$ cat src/verilog/uep_map.svh
// Register offsets, field positions, reset values, field codes and the setup limit of the endpoint control block.
// Assumes inclusion by bare name from the block's design file and testbench.
`ifndef UEP_MAP_SVH
`define UEP_MAP_SVH
`define UEP_OFF_IN_TSIZ 20'h3C930
`define UEP_OFF_IN_DMA 20'h3C934
`define UEP_OFF_IN_FIFO 20'h3C938
`define UEP_OFF_OUT0_CTL 20'h3CB00
`define UEP_OFF_OUT0_EVT 20'h3CB08
`define UEP_OFF_IN_CTL 20'h3C920
`define UEP_OFF_IN_EVT 20'h3C928
`define UEP_OFF_ALL_EVT 20'h3C818
`define UEP_OFF_GLOB_EVT 20'h3C014
`define UEP_OFF_IRQ_MASK 20'h3C018
`define UEP_OFF_IN0_MPS 20'h3C900
`define UEP_FIFO_WORDS 16'h0200
`define UEP_BIT_ENABLE 31
`define UEP_BIT_DISABLE 30
`define UEP_BIT_SNAK 27
`define UEP_BIT_CNAK 26
`define UEP_BIT_STALL 21
`define UEP_BIT_SNOOP 20
`define UEP_BIT_NAKSTS 17
`define UEP_BIT_ACTIVE 15
`define UEP_EV_DONE 0
`define UEP_EV_DISABLED 1
`define UEP_EV_SETUP 3
`define UEP_EV_B2B 6
`define UEP_GLOB_IN 18
`define UEP_GLOB_OUT 19
`define UEP_ALL_OUT0 16
`define UEP_EVT_MASK 32'h0000004F
`define UEP_KIND_CONTROL 2'h0
`define UEP_MAX_SETUP 2'h3
`endif

$ cat src/verilog/uep_pkg.sv
// Types shared by the endpoint control block.
// Assumes uep_map.svh supplies the offsets and field positions.
`default_nettype none
package uep_pkg;
  typedef struct packed {
    logic [1:0] perFrame;
    logic [9:0] pktCount;
    logic [18:0] byteCount;
  } uep_tsiz_s;
  typedef struct packed {
    logic pktToFifo;
    logic [18:0] pktBytes;
    logic pktFromFifo;
    logic busBeat;
    logic setupRcvd;
    logic outPktRcvd;
    logic outPktBad;
  } uep_core_s;
  typedef enum logic [1:0] {IDLE, RUN, FINISH} uep_state_e;
endpackage
`default_nettype wire

$ cat src/verilog/uep_endpoint_ctrl.sv
// Endpoint control registers: IN transfer size, DMA address, FIFO space, OUT endpoint 0 control and events.
// Assumes an Avalon-MM master on the register side and a protocol engine driving core event pulses.
//
// What this block does
// - Core owns size register while endpoint enabled.
// - Packets-per-frame field, isochronous IN only.
// - Packet count decrements per packet from FIFO.
// - Byte count decrements per packet into FIFO.
// - DMA address increments by four on each bus beat while IN is enabled.
// - Over three setups overwrite stored setup data.
// - FIFO free words, resets to full size.
// - OUT0 disable bit always reads zero.
// - Snoop mode skips OUT packet checks.
// - OUT0 endpoint kind fixed at control.
// - OUT0 active bit always reads one.
// - OUT0 packet size mirrors IN0, 64B zero.
// - Clearing endpoint event clears summary bits.
// - Done flag needs bus and USB finished.
// - Enable cleared before done, disabled, setup events.
//
// Chosen here: the Avalon-MM interface to the registers.
`timescale 1ns/1ps
`include "uep_map.svh"
`default_nettype none
module uep_endpoint_ctrl
  import uep_pkg::*;
(
  input wire logic core_clk,
  input wire logic rst,
  input wire logic clkEn,
  input wire logic [19:0] avs_address,
  input wire logic avs_read,
  input wire logic avs_write,
  input wire logic [31:0] avs_writedata,
  input wire logic [3:0] avs_byteenable,
  output logic [31:0] avs_readdata,
  output logic avs_waitrequest,
  output logic [1:0] avs_response,
  input wire uep_core_s coreEvt,
  input wire logic [15:0] fifoWordsUsed,
  output logic snoopMode,
  output logic outNak,
  output logic inEnabled,
  output logic [31:0] endpointMemoryAddress,
  output logic setupOverwrite,
  output logic irq
);
  // ------------------------------------------------------------
  // Registers
  // ------------------------------------------------------------
  uep_tsiz_s tsiz, next_tsiz;
  uep_state_e state, next_state;
  logic [31:0] endpoint_memory_address, next_endpoint_memory_address;
  logic inEna, next_inEna;
  logic inDis, next_inDis;
  logic [6:0] inEvt, next_inEvt;
  logic out0Ena, next_out0Ena;
  logic out0Nak, next_out0Nak;
  logic out0Stall, next_out0Stall;
  logic out0Snoop, next_out0Snoop;
  logic [6:0] out0Evt, next_out0Evt;
  logic [1:0] setupCnt, next_setupCnt;
  logic [1:0] in0Mps, next_in0Mps;
  logic [1:0] irqMask, next_irqMask;
  logic [15:0] fifoFree, next_fifoFree;
  logic [31:0] rdData, next_rdData;
  logic ack, next_ack;
  logic [1:0] resp, next_resp;
  logic [31:0] ctlView, tsizView, allEvt, globEvt;
  logic access;

  assign access = (avs_read | avs_write) & ~ack;
  // Reads stall one cycle so read data comes from a flop.
  assign avs_waitrequest = (avs_read | avs_write) & ~ack;
  assign avs_readdata = rdData;
  assign avs_response = resp;
  assign snoopMode = out0Snoop;
  assign outNak = out0Nak;
  assign inEnabled = inEna;
  assign endpointMemoryAddress = endpoint_memory_address;

  // ------------------------------------------------------------
  // Summary views
  // ------------------------------------------------------------
  always_comb begin
    ctlView = 32'h0000_0000;
    ctlView[`UEP_BIT_ENABLE] = out0Ena;
    ctlView[`UEP_BIT_DISABLE] = 1'b0;
    ctlView[`UEP_BIT_STALL] = out0Stall;
    ctlView[`UEP_BIT_SNOOP] = out0Snoop;
    ctlView[19:18] = `UEP_KIND_CONTROL;
    ctlView[`UEP_BIT_NAKSTS] = out0Nak;
    ctlView[`UEP_BIT_ACTIVE] = 1'b1;
    ctlView[1:0] = in0Mps;
    tsizView = {1'b0, tsiz};
    allEvt = 32'h0000_0000;
    allEvt[0] = |inEvt;
    allEvt[`UEP_ALL_OUT0] = |out0Evt;
    globEvt = 32'h0000_0000;
    globEvt[`UEP_GLOB_IN] = allEvt[0];
    globEvt[`UEP_GLOB_OUT] = allEvt[`UEP_ALL_OUT0];
  end
  // ------------------------------------------------------------
  // Next state
  // ------------------------------------------------------------
  always_comb begin
    next_tsiz = tsiz;
    next_state = state;
    next_endpoint_memory_address = endpoint_memory_address;
    next_inEna = inEna;
    next_inDis = inDis;
    next_inEvt = inEvt;
    next_out0Ena = out0Ena;
    next_out0Nak = out0Nak;
    next_out0Stall = out0Stall;
    next_out0Snoop = out0Snoop;
    next_out0Evt = out0Evt;
    next_setupCnt = setupCnt;
    next_in0Mps = in0Mps;
    next_irqMask = irqMask;
    next_fifoFree = 16'(`UEP_FIFO_WORDS - fifoWordsUsed);
    next_rdData = rdData;
    next_ack = 1'b0;
    next_resp = 2'b00;
    setupOverwrite = 1'b0;
    // Software side: clears and writes come first so core events below win.
    if (access) begin
      next_ack = 1'b1;
      if (avs_read) begin
        if (avs_address == `UEP_OFF_IN_TSIZ) begin
          next_rdData = tsizView;
        end else if (avs_address == `UEP_OFF_IN_DMA) begin
          next_rdData = endpoint_memory_address;
        end else if (avs_address == `UEP_OFF_IN_FIFO) begin
          next_rdData = {16'h0000, fifoFree};
        end else if (avs_address == `UEP_OFF_OUT0_CTL) begin
          next_rdData = ctlView;
        end else if (avs_address == `UEP_OFF_OUT0_EVT) begin
          next_rdData = {25'h0, out0Evt};
        end else if (avs_address == `UEP_OFF_IN_CTL) begin
          next_rdData = {inEna, inDis, 30'h0};
        end else if (avs_address == `UEP_OFF_IN_EVT) begin
          next_rdData = {25'h0, inEvt};
        end else if (avs_address == `UEP_OFF_ALL_EVT) begin
          next_rdData = allEvt;
        end else if (avs_address == `UEP_OFF_GLOB_EVT) begin
          next_rdData = globEvt;
          // Reading the global status clears the endpoint bits behind it.
          next_inEvt = 7'h00;
          next_out0Evt = 7'h00;
        end else if (avs_address == `UEP_OFF_IRQ_MASK) begin
          next_rdData = {30'h0, irqMask};
        end else if (avs_address == `UEP_OFF_IN0_MPS) begin
          next_rdData = {30'h0, in0Mps};
        end else begin
          next_rdData = 32'h0000_0000;
          next_resp = 2'b10;
        end
      end else if (avs_byteenable == 4'hF) begin
        if (avs_address == `UEP_OFF_IN_TSIZ) begin
          if (!inEna) begin
            next_tsiz = avs_writedata[30:0];
          end
        end else if (avs_address == `UEP_OFF_IN_DMA) begin
          if (!inEna) begin
            next_endpoint_memory_address = {avs_writedata[31:2], 2'b00};
          end
        end else if (avs_address == `UEP_OFF_IN_CTL) begin
          if (avs_writedata[`UEP_BIT_ENABLE]) begin
            next_inEna = 1'b1;
            next_state = RUN;
          end
          if (avs_writedata[`UEP_BIT_DISABLE] && inEna) begin
            next_inDis = 1'b1;
          end
        end else if (avs_address == `UEP_OFF_OUT0_CTL) begin
          if (avs_writedata[`UEP_BIT_ENABLE]) begin
            next_out0Ena = 1'b1;
          end
          if (avs_writedata[`UEP_BIT_STALL]) begin
            next_out0Stall = 1'b1;
          end
          if (avs_writedata[`UEP_BIT_SNAK]) begin
            next_out0Nak = 1'b1;
          end else if (avs_writedata[`UEP_BIT_CNAK]) begin
            next_out0Nak = 1'b0;
          end
          next_out0Snoop = avs_writedata[`UEP_BIT_SNOOP];
        end else if (avs_address == `UEP_OFF_OUT0_EVT) begin
          next_out0Evt = out0Evt & ~avs_writedata[6:0];
        end else if (avs_address == `UEP_OFF_IN_EVT) begin
          next_inEvt = inEvt & ~avs_writedata[6:0];
        end else if (avs_address == `UEP_OFF_IRQ_MASK) begin
          next_irqMask = avs_writedata[1:0];
        end else if (avs_address == `UEP_OFF_IN0_MPS) begin
          next_in0Mps = avs_writedata[1:0];
        end else begin
          next_resp = 2'b10;
        end
      end
    end
    // IN transfer engine.
    if (inEna) begin
      if (coreEvt.busBeat) begin
        next_endpoint_memory_address = endpoint_memory_address + 32'h0000_0004;
      end
      if (coreEvt.pktToFifo) begin
        if (coreEvt.pktBytes >= tsiz.byteCount) begin
          next_tsiz.byteCount = 19'h00000;
        end else begin
          next_tsiz.byteCount = tsiz.byteCount - coreEvt.pktBytes;
        end
      end
      if (coreEvt.pktFromFifo && tsiz.pktCount != 10'h000) begin
        next_tsiz.pktCount = tsiz.pktCount - 10'h001;
      end
    end
    case (state)
      IDLE: begin
      end
      RUN: begin
        // Both counts at zero means bus and USB are finished.
        if (inDis || (tsiz.pktCount == 10'h000 && tsiz.byteCount == 19'h00000)) begin
          next_inEna = 1'b0;
          next_state = FINISH;
        end
      end
      FINISH: begin
        // The enable dropped a cycle earlier, so the event follows it.
        if (inDis) begin
          next_inEvt[`UEP_EV_DISABLED] = 1'b1;
          next_inDis = 1'b0;
        end else begin
          next_inEvt[`UEP_EV_DONE] = 1'b1;
        end
        next_state = IDLE;
      end
      default: begin
        next_state = IDLE;
      end
    endcase
    // OUT endpoint 0 setup handling.
    if (coreEvt.setupRcvd && out0Ena) begin
      next_out0Stall = 1'b0;
      next_out0Nak = 1'b1;
      if (setupCnt == `UEP_MAX_SETUP) begin
        setupOverwrite = 1'b1;
        next_out0Evt[`UEP_EV_B2B] = 1'b1;
      end else begin
        next_setupCnt = setupCnt + 2'h1;
      end
    end
    if (coreEvt.outPktRcvd && out0Ena) begin
      // Snoop mode accepts a bad packet; the setup count stays so setup-done can follow.
      if (!coreEvt.outPktBad || out0Snoop) begin
        next_out0Ena = 1'b0;
      end
    end
    if (!out0Ena && setupCnt != 2'h0) begin
      next_out0Evt[`UEP_EV_SETUP] = 1'b1;
      next_setupCnt = 2'h0;
    end
  end

  // ------------------------------------------------------------
  // Registering
  // ------------------------------------------------------------
  always_ff @(posedge core_clk) begin
    if (rst) begin
      tsiz <= '0;
      state <= IDLE;
      endpoint_memory_address <= 32'h0000_0000;
      inEna <= 1'b0;
      inDis <= 1'b0;
      inEvt <= 7'h00;
      out0Ena <= 1'b0;
      out0Nak <= 1'b0;
      out0Stall <= 1'b0;
      out0Snoop <= 1'b0;
      out0Evt <= 7'h00;
      setupCnt <= 2'h0;
      in0Mps <= 2'h0;
      irqMask <= 2'h0;
      fifoFree <= `UEP_FIFO_WORDS;
      rdData <= 32'h0000_0000;
      ack <= 1'b0;
      resp <= 2'b00;
      irq <= 1'b0;
    end else if (clkEn) begin
      tsiz <= next_tsiz;
      state <= next_state;
      endpoint_memory_address <= next_endpoint_memory_address;
      inEna <= next_inEna;
      inDis <= next_inDis;
      inEvt <= next_inEvt;
      out0Ena <= next_out0Ena;
      out0Nak <= next_out0Nak;
      out0Stall <= next_out0Stall;
      out0Snoop <= next_out0Snoop;
      out0Evt <= next_out0Evt;
      setupCnt <= next_setupCnt;
      in0Mps <= next_in0Mps;
      irqMask <= next_irqMask;
      fifoFree <= next_fifoFree;
      rdData <= next_rdData;
      ack <= next_ack;
      resp <= next_resp;
      irq <= (|next_inEvt & irqMask[0]) | (|next_out0Evt & irqMask[1]);
    end
  end
  // ------------------------------------------------------------
  // Checks
  // ------------------------------------------------------------
  property p_doneAfterEnable;
    @(posedge core_clk) disable iff (rst)
    $rose(inEvt[`UEP_EV_DONE]) |-> !inEna && !$past(inEna);
  endproperty
  a_doneAfterEnable: assert property (p_doneAfterEnable) else $error("done raised with enable set");
  property p_doneNeedsZero;
    @(posedge core_clk) disable iff (rst)
    $rose(inEvt[`UEP_EV_DONE]) && !$past(inDis, 2)
      |-> $past(tsiz.pktCount, 2) == 10'h000 && $past(tsiz.byteCount, 2) == 19'h00000;
  endproperty
  a_doneNeedsZero: assert property (p_doneNeedsZero) else $error("done without zero counts");
  property p_pktDec;
    @(posedge core_clk) disable iff (rst)
    clkEn && inEna && coreEvt.pktFromFifo && tsiz.pktCount != 10'h0 && !access
      |=> tsiz.pktCount == $past(tsiz.pktCount) - 10'h001;
  endproperty
  a_pktDec: assert property (p_pktDec) else $error("packet count not decremented");
  property p_dmaInc;
    @(posedge core_clk) disable iff (rst)
    clkEn && inEna && coreEvt.busBeat |=> endpoint_memory_address == $past(endpoint_memory_address) + 32'h0000_0004;
  endproperty
  a_dmaInc: assert property (p_dmaInc) else $error("address not advanced");
  property p_disZero;
    @(posedge core_clk) disable iff (rst)
    clkEn && access && avs_read && avs_address == `UEP_OFF_OUT0_CTL
      |=> rdData[`UEP_BIT_DISABLE] == 1'b0 && rdData[`UEP_BIT_ACTIVE] == 1'b1 && rdData[19:18] == `UEP_KIND_CONTROL;
  endproperty
  a_disZero: assert property (p_disZero) else $error("fixed control bits wrong");
  property p_mpsMirror;
    @(posedge core_clk) disable iff (rst)
    clkEn && access && avs_read && avs_address == `UEP_OFF_OUT0_CTL
      |=> rdData[1:0] == $past(in0Mps);
  endproperty
  a_mpsMirror: assert property (p_mpsMirror) else $error("packet size not mirrored");
  property p_summary;
    @(posedge core_clk) disable iff (rst)
    clkEn && access && avs_read && avs_address == `UEP_OFF_ALL_EVT
      |=> rdData[0] == ($past(inEvt) != 7'h00) && rdData[`UEP_ALL_OUT0] == ($past(out0Evt) != 7'h00);
  endproperty
  a_summary: assert property (p_summary) else $error("summary out of step");
  property p_ownership;
    @(posedge core_clk) disable iff (rst)
    clkEn && inEna && avs_write && access && avs_address == `UEP_OFF_IN_TSIZ && !coreEvt.pktToFifo
      && !coreEvt.pktFromFifo |=> tsiz == $past(tsiz);
  endproperty
  a_ownership: assert property (p_ownership) else $error("size written while enabled");
  property p_fifoReset;
    @(posedge core_clk) $fell(rst) |-> fifoFree == `UEP_FIFO_WORDS;
  endproperty
  a_fifoReset: assert property (p_fifoReset) else $error("fifo space not full after reset");
endmodule
`default_nettype wire

$ cat config.mk
export PLATFORM = sky130hd
export DESIGN_NAME = uep_endpoint_ctrl
export DESIGN_NICKNAME = d
export VERILOG_FILES = /design/src/verilog/uep_pkg.sv /design/src/verilog/uep_endpoint_ctrl.sv
export VERILOG_INCLUDE_DIRS = /design/src /design/src/verilog
export SDC_FILE = /design/constraint.sdc
export NUM_CORES = 1
export LEC_CHECK = 0
export BUFFER_PORTS_ARGS = -buffer_cell sky130_fd_sc_hd__buf_4
export CELL_PAD_IN_SITES_DETAIL_PLACEMENT = 0
export CELL_PAD_IN_SITES_GLOBAL_PLACEMENT = 2
export CORE_AREA = 2 2 168 170
export DETAILED_ROUTE_END_ITERATION = 8
export DIE_AREA = 0 0 170 172
export HOLD_SLACK_MARGIN = 0.02
export PLACE_DENSITY = 0.88
export RECOVER_POWER = 50
export SYNTH_ARGS = -nofsm -noshare
export SYNTH_HDL_FRONTEND = slang
export SYNTH_SLANG_ARGS = --single-unit
$ cat constraint.sdc
create_clock -name core_clk -period 3.2 [get_ports core_clk]
set_clock_uncertainty 0.05 [all_clocks]
set_input_delay 0.64 -clock core_clk [delete_from_list [all_inputs] [get_ports core_clk]]
set_output_delay 0.64 -clock core_clk [all_outputs]
set_load 0.02 [all_outputs]
==> results of run 1 <==
## cell type report
cell class,instances,share of cell area
Clock buffer,22,0.0427
Clock inverter,10,0.0148
Inverter,56,0.0193
Multi-Input combinational cell,857,0.490
Sequential cell,142,0.261
Tap cell,346,0.0398
Timing Repair Buffer,226,0.132
## through the flow
stage                     utilization  std cells
after floorplan                     -       1129
after global placement          0.383       1627
after detailed placement        0.383       1627
after CTS                       0.406       1659
after global routing            0.396       1659
final                           0.396       1659
## path summary, 6_finish.rpt
check              to  cells past startpoint
max          tsiz[14]                      4
min          tsiz[30]                      2
max reg2reg  tsiz[14]                     11
min reg2reg  tsiz[30]                      2
## power breakdown
| part | internal, µW | total, µW | switching [µW] | leakage (µW) |
|---|---|---|---|---|
| Sequential | 1810 | 1850 | 38.3 | 0.00115 |
| Clock | 1350 | 2140 | 793 | 0.000296 |
| Combinational | 195 | 493 | 298 | 0.00259 |
## worst register-to-register path, stage by stage (launching register included)
cell	delay, ps
dfxtp_1	330
inv_1	190
ha_1	220
inv_1	60
fa_1	380
a211oi_1	270
o21ai_0	150
a31o_2	290
a2111oi_0	410
nor3_1	120
xor2_1	160
a31o_2	250
## placed cells by master, fill, tap and decap left out, drive strengths merged, types with 10 or more instances in the layout
cell type | Yosys | final
a211oi | 58 | 58
a21oi | 103 | 103
a221oi | 19 | 19
a222oi | 13 | 13
and3 | 10 | 10
buf | 12 | 149
clkbuf | 62 | 99
dfxtp | 142 | 142
ha | 24 | 24
inv | 55 | 55
mux2i | 18 | 18
nand2 | 88 | 88
nand3 | 46 | 46
nand4 | 24 | 24
nor2 | 131 | 131
nor3 | 38 | 38
nor3b | 11 | 11
nor4 | 14 | 14
o21ai | 57 | 57
o221ai | 16 | 16
o22ai | 18 | 18
xnor2 | 12 | 12
xor2 | 18 | 18
## synthesized netlist by cell type (all sizes together) (3+ instances only)
cell type / count / area, µm²
xor2: 18 / 158
o221ai: 16 / 140
o211ai: 5 / 37.5
nor2: 131 / 497
a21oi: 103 / 538
clkbuf: 62 / 233
o31ai: 7 / 52.6
and3: 10 / 62.6
nand3: 46 / 230
and4: 7 / 61.3
or3: 6 / 37.5
nand2b: 5 / 31.3
a2111oi: 5 / 50.0
nand2: 88 / 330
a211o: 3 / 26.3
a221oi: 19 / 166
o211a: 4 / 40.0
a21o: 4 / 30.0
inv: 55 / 206
and2: 5 / 31.3
o21ai: 57 / 285
nor3: 38 / 190
a31oi: 8 / 50.1
a221o: 5 / 50.1
a222oi: 13 / 130
a211oi: 58 / 435
nand4: 24 / 150
nor4: 14 / 87.6
buf: 12 / 71.3
or4: 6 / 45.0
o32ai: 9 / 78.8
dfxtp: 142 / 2840
a22o: 6 / 52.6
ha: 24 / 300
or2: 3 / 18.8
mux2i: 18 / 180
nor2b: 5 / 31.3
a22oi: 3 / 22.5
xnor2: 12 / 105
nor3b: 11 / 82.6
o22ai: 18 / 113
o21a: 6 / 45.0
## logic make-up (layout without fill, tap and decap cells)
kind of cell / after synthesis / after routing
and+or+nand+nor: 415 / 415
AOI/OAI and AO/OA: 368 / 368
DFF: 142 / 142
buffers and inverters: 130 / 314
xor gates and xnor gates: 30 / 30
adders and majority gates: 25 / 25
muxes: 18 / 18
other: 1 / 1
## metal layers
layer  vias up  wire, µm  global-route usage  share of wire
li1       4597         -                   -              -
met1      4653     15500               0.319           0.44
met2       413     16300               0.393           0.46
met3        60      2410              0.0410          0.068
met4         0      1020              0.0758          0.029
met5         -         0                   0              0
## state kept, by name, summed over array words and instances (netlist names), 7 cells and up
register,cells
avs_readdata,32
inEvt,7
fifoFree,16
endpointMemoryAddress,32
tsiz,31
out0Evt,7
==> reports/qor.yml, run 1 <==
status:
  outcome: "complete, but fails checks"
  violations: "max-capacitance violations, max-slew violations"
floorplan:
  start_util: 0.316
  die_h_um: 172
  core_region_area_mm2: 0.0275
  die_x_um: 170
  boundaryPins: 174
  dieArea_mm2: 0.0292
  rows: 61
place:
  port_buffers: 172
  dpl_cell_area_mm2: 0.0105
  gp_congestion: 0.887
  dpl_worst_slack_ps: -69.2
  dp_hpwl_um: 27000
worst_setup_path:
  reg2reg_slack_ps: 220
  endpoint_kind: "flip-flop"
  cp.arrival_ps: 3290
  cp_num_buf_inv: 2
  rr_startpoint: "tsiz[0]"
  crit_path_top_delay_cell: "clkbuf_1"
  start_kind: "input port"
  required_ps: 3470
  critPathMaxStageDelay_ps: 1670
  cp_cell_sequence: "clkbuf_2 > clkbuf_1 > nor4_1 > a31o_2"
  critPathMaxFanout: 46
  critical_path_class: "in2reg"
  startpoint: "rst"
  cp_top_family: "buffers and inverters"
grt:
  grt_max_degree: 80
  grt_pass1_wl_um: 53200
  overflow: 0
  grt.total_usage: 0.238
  grt_pass1_vias: 9054
  grt_antenna_before_repair: 0
timing:
  setup_viol: 0
  worstMarginPinSlew_ps: 2280
  fin_crit_ps: 3020
  finalMaxSlewViolations: 47
  period_share: 0.944
  slew_headroom: -0.519
  fin_tns_setup_ps: 0
  hold_viol: 0
  holdWs_ps: 405
  rsz0062_at_grt: "no"
  worst_slack_ps: 180
  clock.fmax_mhz: 331
synthesis:
  synth_fa_ha_area_frac: 0.0369
  ys_types: 78
  synth_edf_count: 0
  netlist_area_mm2: 0.00868
  synth.net_count: 1256
  async_flop_share: 0
  yosysSeqAreaShare: 0.328
  synth_xor_area_frac: 0.0303
  syn_area_per_cell_um2: 7.69
  yosysWarnings: 0
  synth_mux_area_frac: 0.0208
  synth_compound_area_frac: 0.289
  synth_top_family_by_area: "compound AO/OA/AOI/OAI gates"
  synthCells: 1129
  synth_simple_gate_area_frac: 0.235
  ys_ff_latch: 142
  ys.flop_type: "dfxtp_1"
routing:
  drt-vias-per-instance: 5.86
  drcViolationCount: 0
  drt-initial-drc-count: 1133
  via_count: 9723
  drtAntennaViolNets: 0
  dr.pass1.iters: 8
  routed_wl_um: 35300
  wl_per_cell_um: 21.3
worst_hold_path:
  hold_class: "reg2reg"
  hp-start: "tsiz[30]"
clocking:
  cts-htree-levels: 4
  post_cts_buffers: 0
  root_buffer: "clkbuf_16"
  cts_hold_buf: 0
  clock_latency_ps: 430
  cts_resized: 0
  clk_path_buf_depth: 2
  clock_sinks: 142
  path_clk_slew_ps: 60
  cts_buffers: 17
  cts_tree: "yes"
run:
  maxCapViolations: 1
final_layout:
  nets: 1427
  fillCellCount: 2863
  area_delta_synth_final_pct: 25.3
  area.sequential_mm2: 0.00284
  drive_gt1_frac: 0.151
  multi_input_area_mm2: 0.00533
  insertedDiodeCount: 0
  final_cell_area_mm2: 0.0109
power:
  leakage_uw: 0.00404
  powerDensity_mw_per_mm2: 412
  fin_total_pwr_uw: 4480
  ir_drop_mv: 0.367
Power figures use the tool's default switching activity.
==> run 2: changes to the inputs <==
--- a/config.mk
+++ b/config.mk
@@ -7,11 +7,11 @@
 export NUM_CORES = 1
 export LEC_CHECK = 0
 export BUFFER_PORTS_ARGS = -buffer_cell sky130_fd_sc_hd__buf_4
-export CELL_PAD_IN_SITES_DETAIL_PLACEMENT = 0
-export CELL_PAD_IN_SITES_GLOBAL_PLACEMENT = 2
-export CORE_AREA = 2 2 168 170
+export CELL_PAD_IN_SITES_DETAIL_PLACEMENT = 1
+export CELL_PAD_IN_SITES_GLOBAL_PLACEMENT = 1
+export CORE_AREA = 2 2 157 144
 export DETAILED_ROUTE_END_ITERATION = 8
-export DIE_AREA = 0 0 170 172
+export DIE_AREA = 0 0 159 146
 export HOLD_SLACK_MARGIN = 0.02
 export PLACE_DENSITY = 0.88
 export RECOVER_POWER = 50
==> reports/qor.yml, run 2 (synthesis results as in run 1) <==
routing:
  dr.pass1.iters: 8  # unchanged
  drt-vias-per-instance: 6.48  # +11%
  via_count: 10400  # +6.7%
  drtAntennaViolNets: 0  # unchanged
  routed_wl_um: 37800  # +7.2%
  drcViolationCount: 0  # unchanged
  wl_per_cell_um: 23.6  # +11%
  drt-initial-drc-count: 1190  # +5.0%
place:
  dp.cells: 1569  # -3.6%
  gp_congestion: 0.933  # +5.2%
  dpl_cell_area_mm2: 0.0105  # -0.55%
  port_buffers: 172  # unchanged
  dp_hpwl_um: 27400  # +1.3%
worst_setup_path:
  required_ps: 3450  # -20 ps
  start_kind: "input port"
  cp.arrival_ps: 3230  # -60 ps
  endpoint_kind: "flip-flop"
  critPathMaxFanout: 22  # -52%
  critical_path_class: "in2reg"
  reg2reg_slack_ps: 230  # about the same
timing:
  clock.fmax_mhz: 336  # +1.4%
  worstMarginPinSlew_ps: 1760  # -519 ps
  rsz0062_at_grt: "no"
  finalMaxSlewViolations: 83  # +77%
  fin_tns_setup_ps: 0  # unchanged
  setup_viol: 0  # unchanged
  hold_viol: 0  # unchanged
  fin_crit_ps: 2980  # -40.3 ps
  slew_headroom: -0.173  # +0.346
  period_share: 0.931  # -0.0126
power:
  ir_drop_mv: 0.319  # -13%
  powerDensity_mw_per_mm2: 426  # +3.4%
  power_frac_seq: 0.401  # -0.012
  power_frac_comb: 0.109  # about the same
  clkPwrFrac: 0.490  # +0.013
  leakage_uw: 0.00404  # about the same
  switchingPower_uw: 1180  # +4.2%
  swShare: 0.255  # +0.00311
  intPower_uw: 3430  # +2.5%
grt:
  grt_max_degree: 83  # +3.8%
  grt_pass1_vias: 10400  # +15%
  grt_pass1_wl_um: 58800  # +10%
  grt.total_usage: 0.318  # +0.0792
  overflow: 0  # unchanged
  grt_antenna_before_repair: 0  # unchanged
floorplan:
  dieArea_mm2: 0.0232  # -21%
  die_h_um: 146  # -15%
  rows: 51  # -16%
  boundaryPins: 174  # unchanged
  start_util: 0.405  # +0.0889
  die_x_um: 159  # -6.5%
  core_region_area_mm2: 0.0214  # -22%
final_layout:
  final_common_cell: "dfxtp_1"
  nets: 1424  # -0.21%
  area.sequential_mm2: 0.00284  # unchanged
  mostFrequentLayoutCells: "142 x dfxtp_1, 137 x buf_4, 129 x nor2_1, 101 x a21oi_1, 88 x nand2_1"
  fillCellCount: 2673  # -6.6%
  final_cell_area_mm2: 0.0108  # -0.46%
  drive_gt1_frac: 0.147  # -0.00423
  finalNonFillerCells: 1601  # -3.5%
  insertedDiodeCount: 0  # unchanged
  area_delta_synth_final_pct: 24.8
  multi_input_area_mm2: 0.00533  # unchanged
clocking:
  clock_sinks: 142  # unchanged
  path_clk_slew_ps: 60  # about the same
  clock_latency_ps: 440  # about the same
  cts-htree-levels: 4  # unchanged
  root_buffer: "clkbuf_16"
  post_cts_buffers: 0  # unchanged
  cts_buffers: 17  # unchanged
  clk_path_buf_depth: 2  # unchanged
  cts_tree: "yes"
status:
  violations: "max-capacitance violations, max-slew violations"
  outcome: "complete, but fails checks"
worst_hold_path:
  hold_class: "reg2reg"
run:
  maxCapViolations: 1  # unchanged
## run 2: cell count changes in the layout (fill, tap and decap cells not counted), moves of 2 or more
cell / delta
buf_4: -10
clkbuf_1: +2
buf_12: +2
inv_6: +2
## run 2: worst paths after layout
check | cells past startpoint | start | to
worst max register to register | 11 | tsiz[0] | tsiz[14]
worst max-delay path | 8 | avs_address[9] | avs_readdata[8]
worst min-delay path | 2 | avs_readdata[6] | avs_readdata[6]
worst min register to register | 2 | avs_readdata[6] | avs_readdata[6]
## run 2: cell type report
cell class / instances / share of cell area
clock inverter: 13 / 0.0194
inverter: 56 / 0.0194
sequential: 142 / 0.263
timing repair buffer: 223 / 0.131
multi-input combinational: 857 / 0.492
clock buffer: 19 / 0.0418
tap: 291 / 0.0336
## run 2: worst max-delay path: stages
cell and delay (ps):
clkbuf_1 110, or4_1 560, or3_1 390, clkbuf_1 160, nor2_1 210, clkbuf_2 520, a222oi_1 310, a211oi_1 330
## run 2: what timing repair did
item,in CTS,in global routing
endpoints found under the setup margin,0,1
resized for setup,0,2
hold buffers,0,0
## run 2: power by group through the flow
stage | clock (µW) | sequential (µW) | combinational [µW]
after floorplan | 0 | 1900 | 228
after global placement | 0 | 1880 | 500
after detailed placement | 0 | 1890 | 513
after CTS | 2260 | 1850 | 519
after global routing | 2340 | 1850 | 540
final | 2260 | 1850 | 501
## run 2: per-layer routing
metal	GRT usage	routed length [µm]	vias up
met3	0.0778	3900	125
li1	-	-	4585
met2	0.515	17400	616
met1	0.400	14900	5048
met4	0.144	1600	0
met5	0	0	-
## run 2: through the flow
step                      setup slack, ps  total power, µW  hold WS [ps]   util
after floorplan                       275             2130           381      -
after global placement               30.0             2380           393  0.489
after detailed placement            -77.5             2400           399  0.489
after CTS                             162             4630           415  0.520
after global routing                 77.6             4730           444  0.505
final                                 220             4610           420  0.505
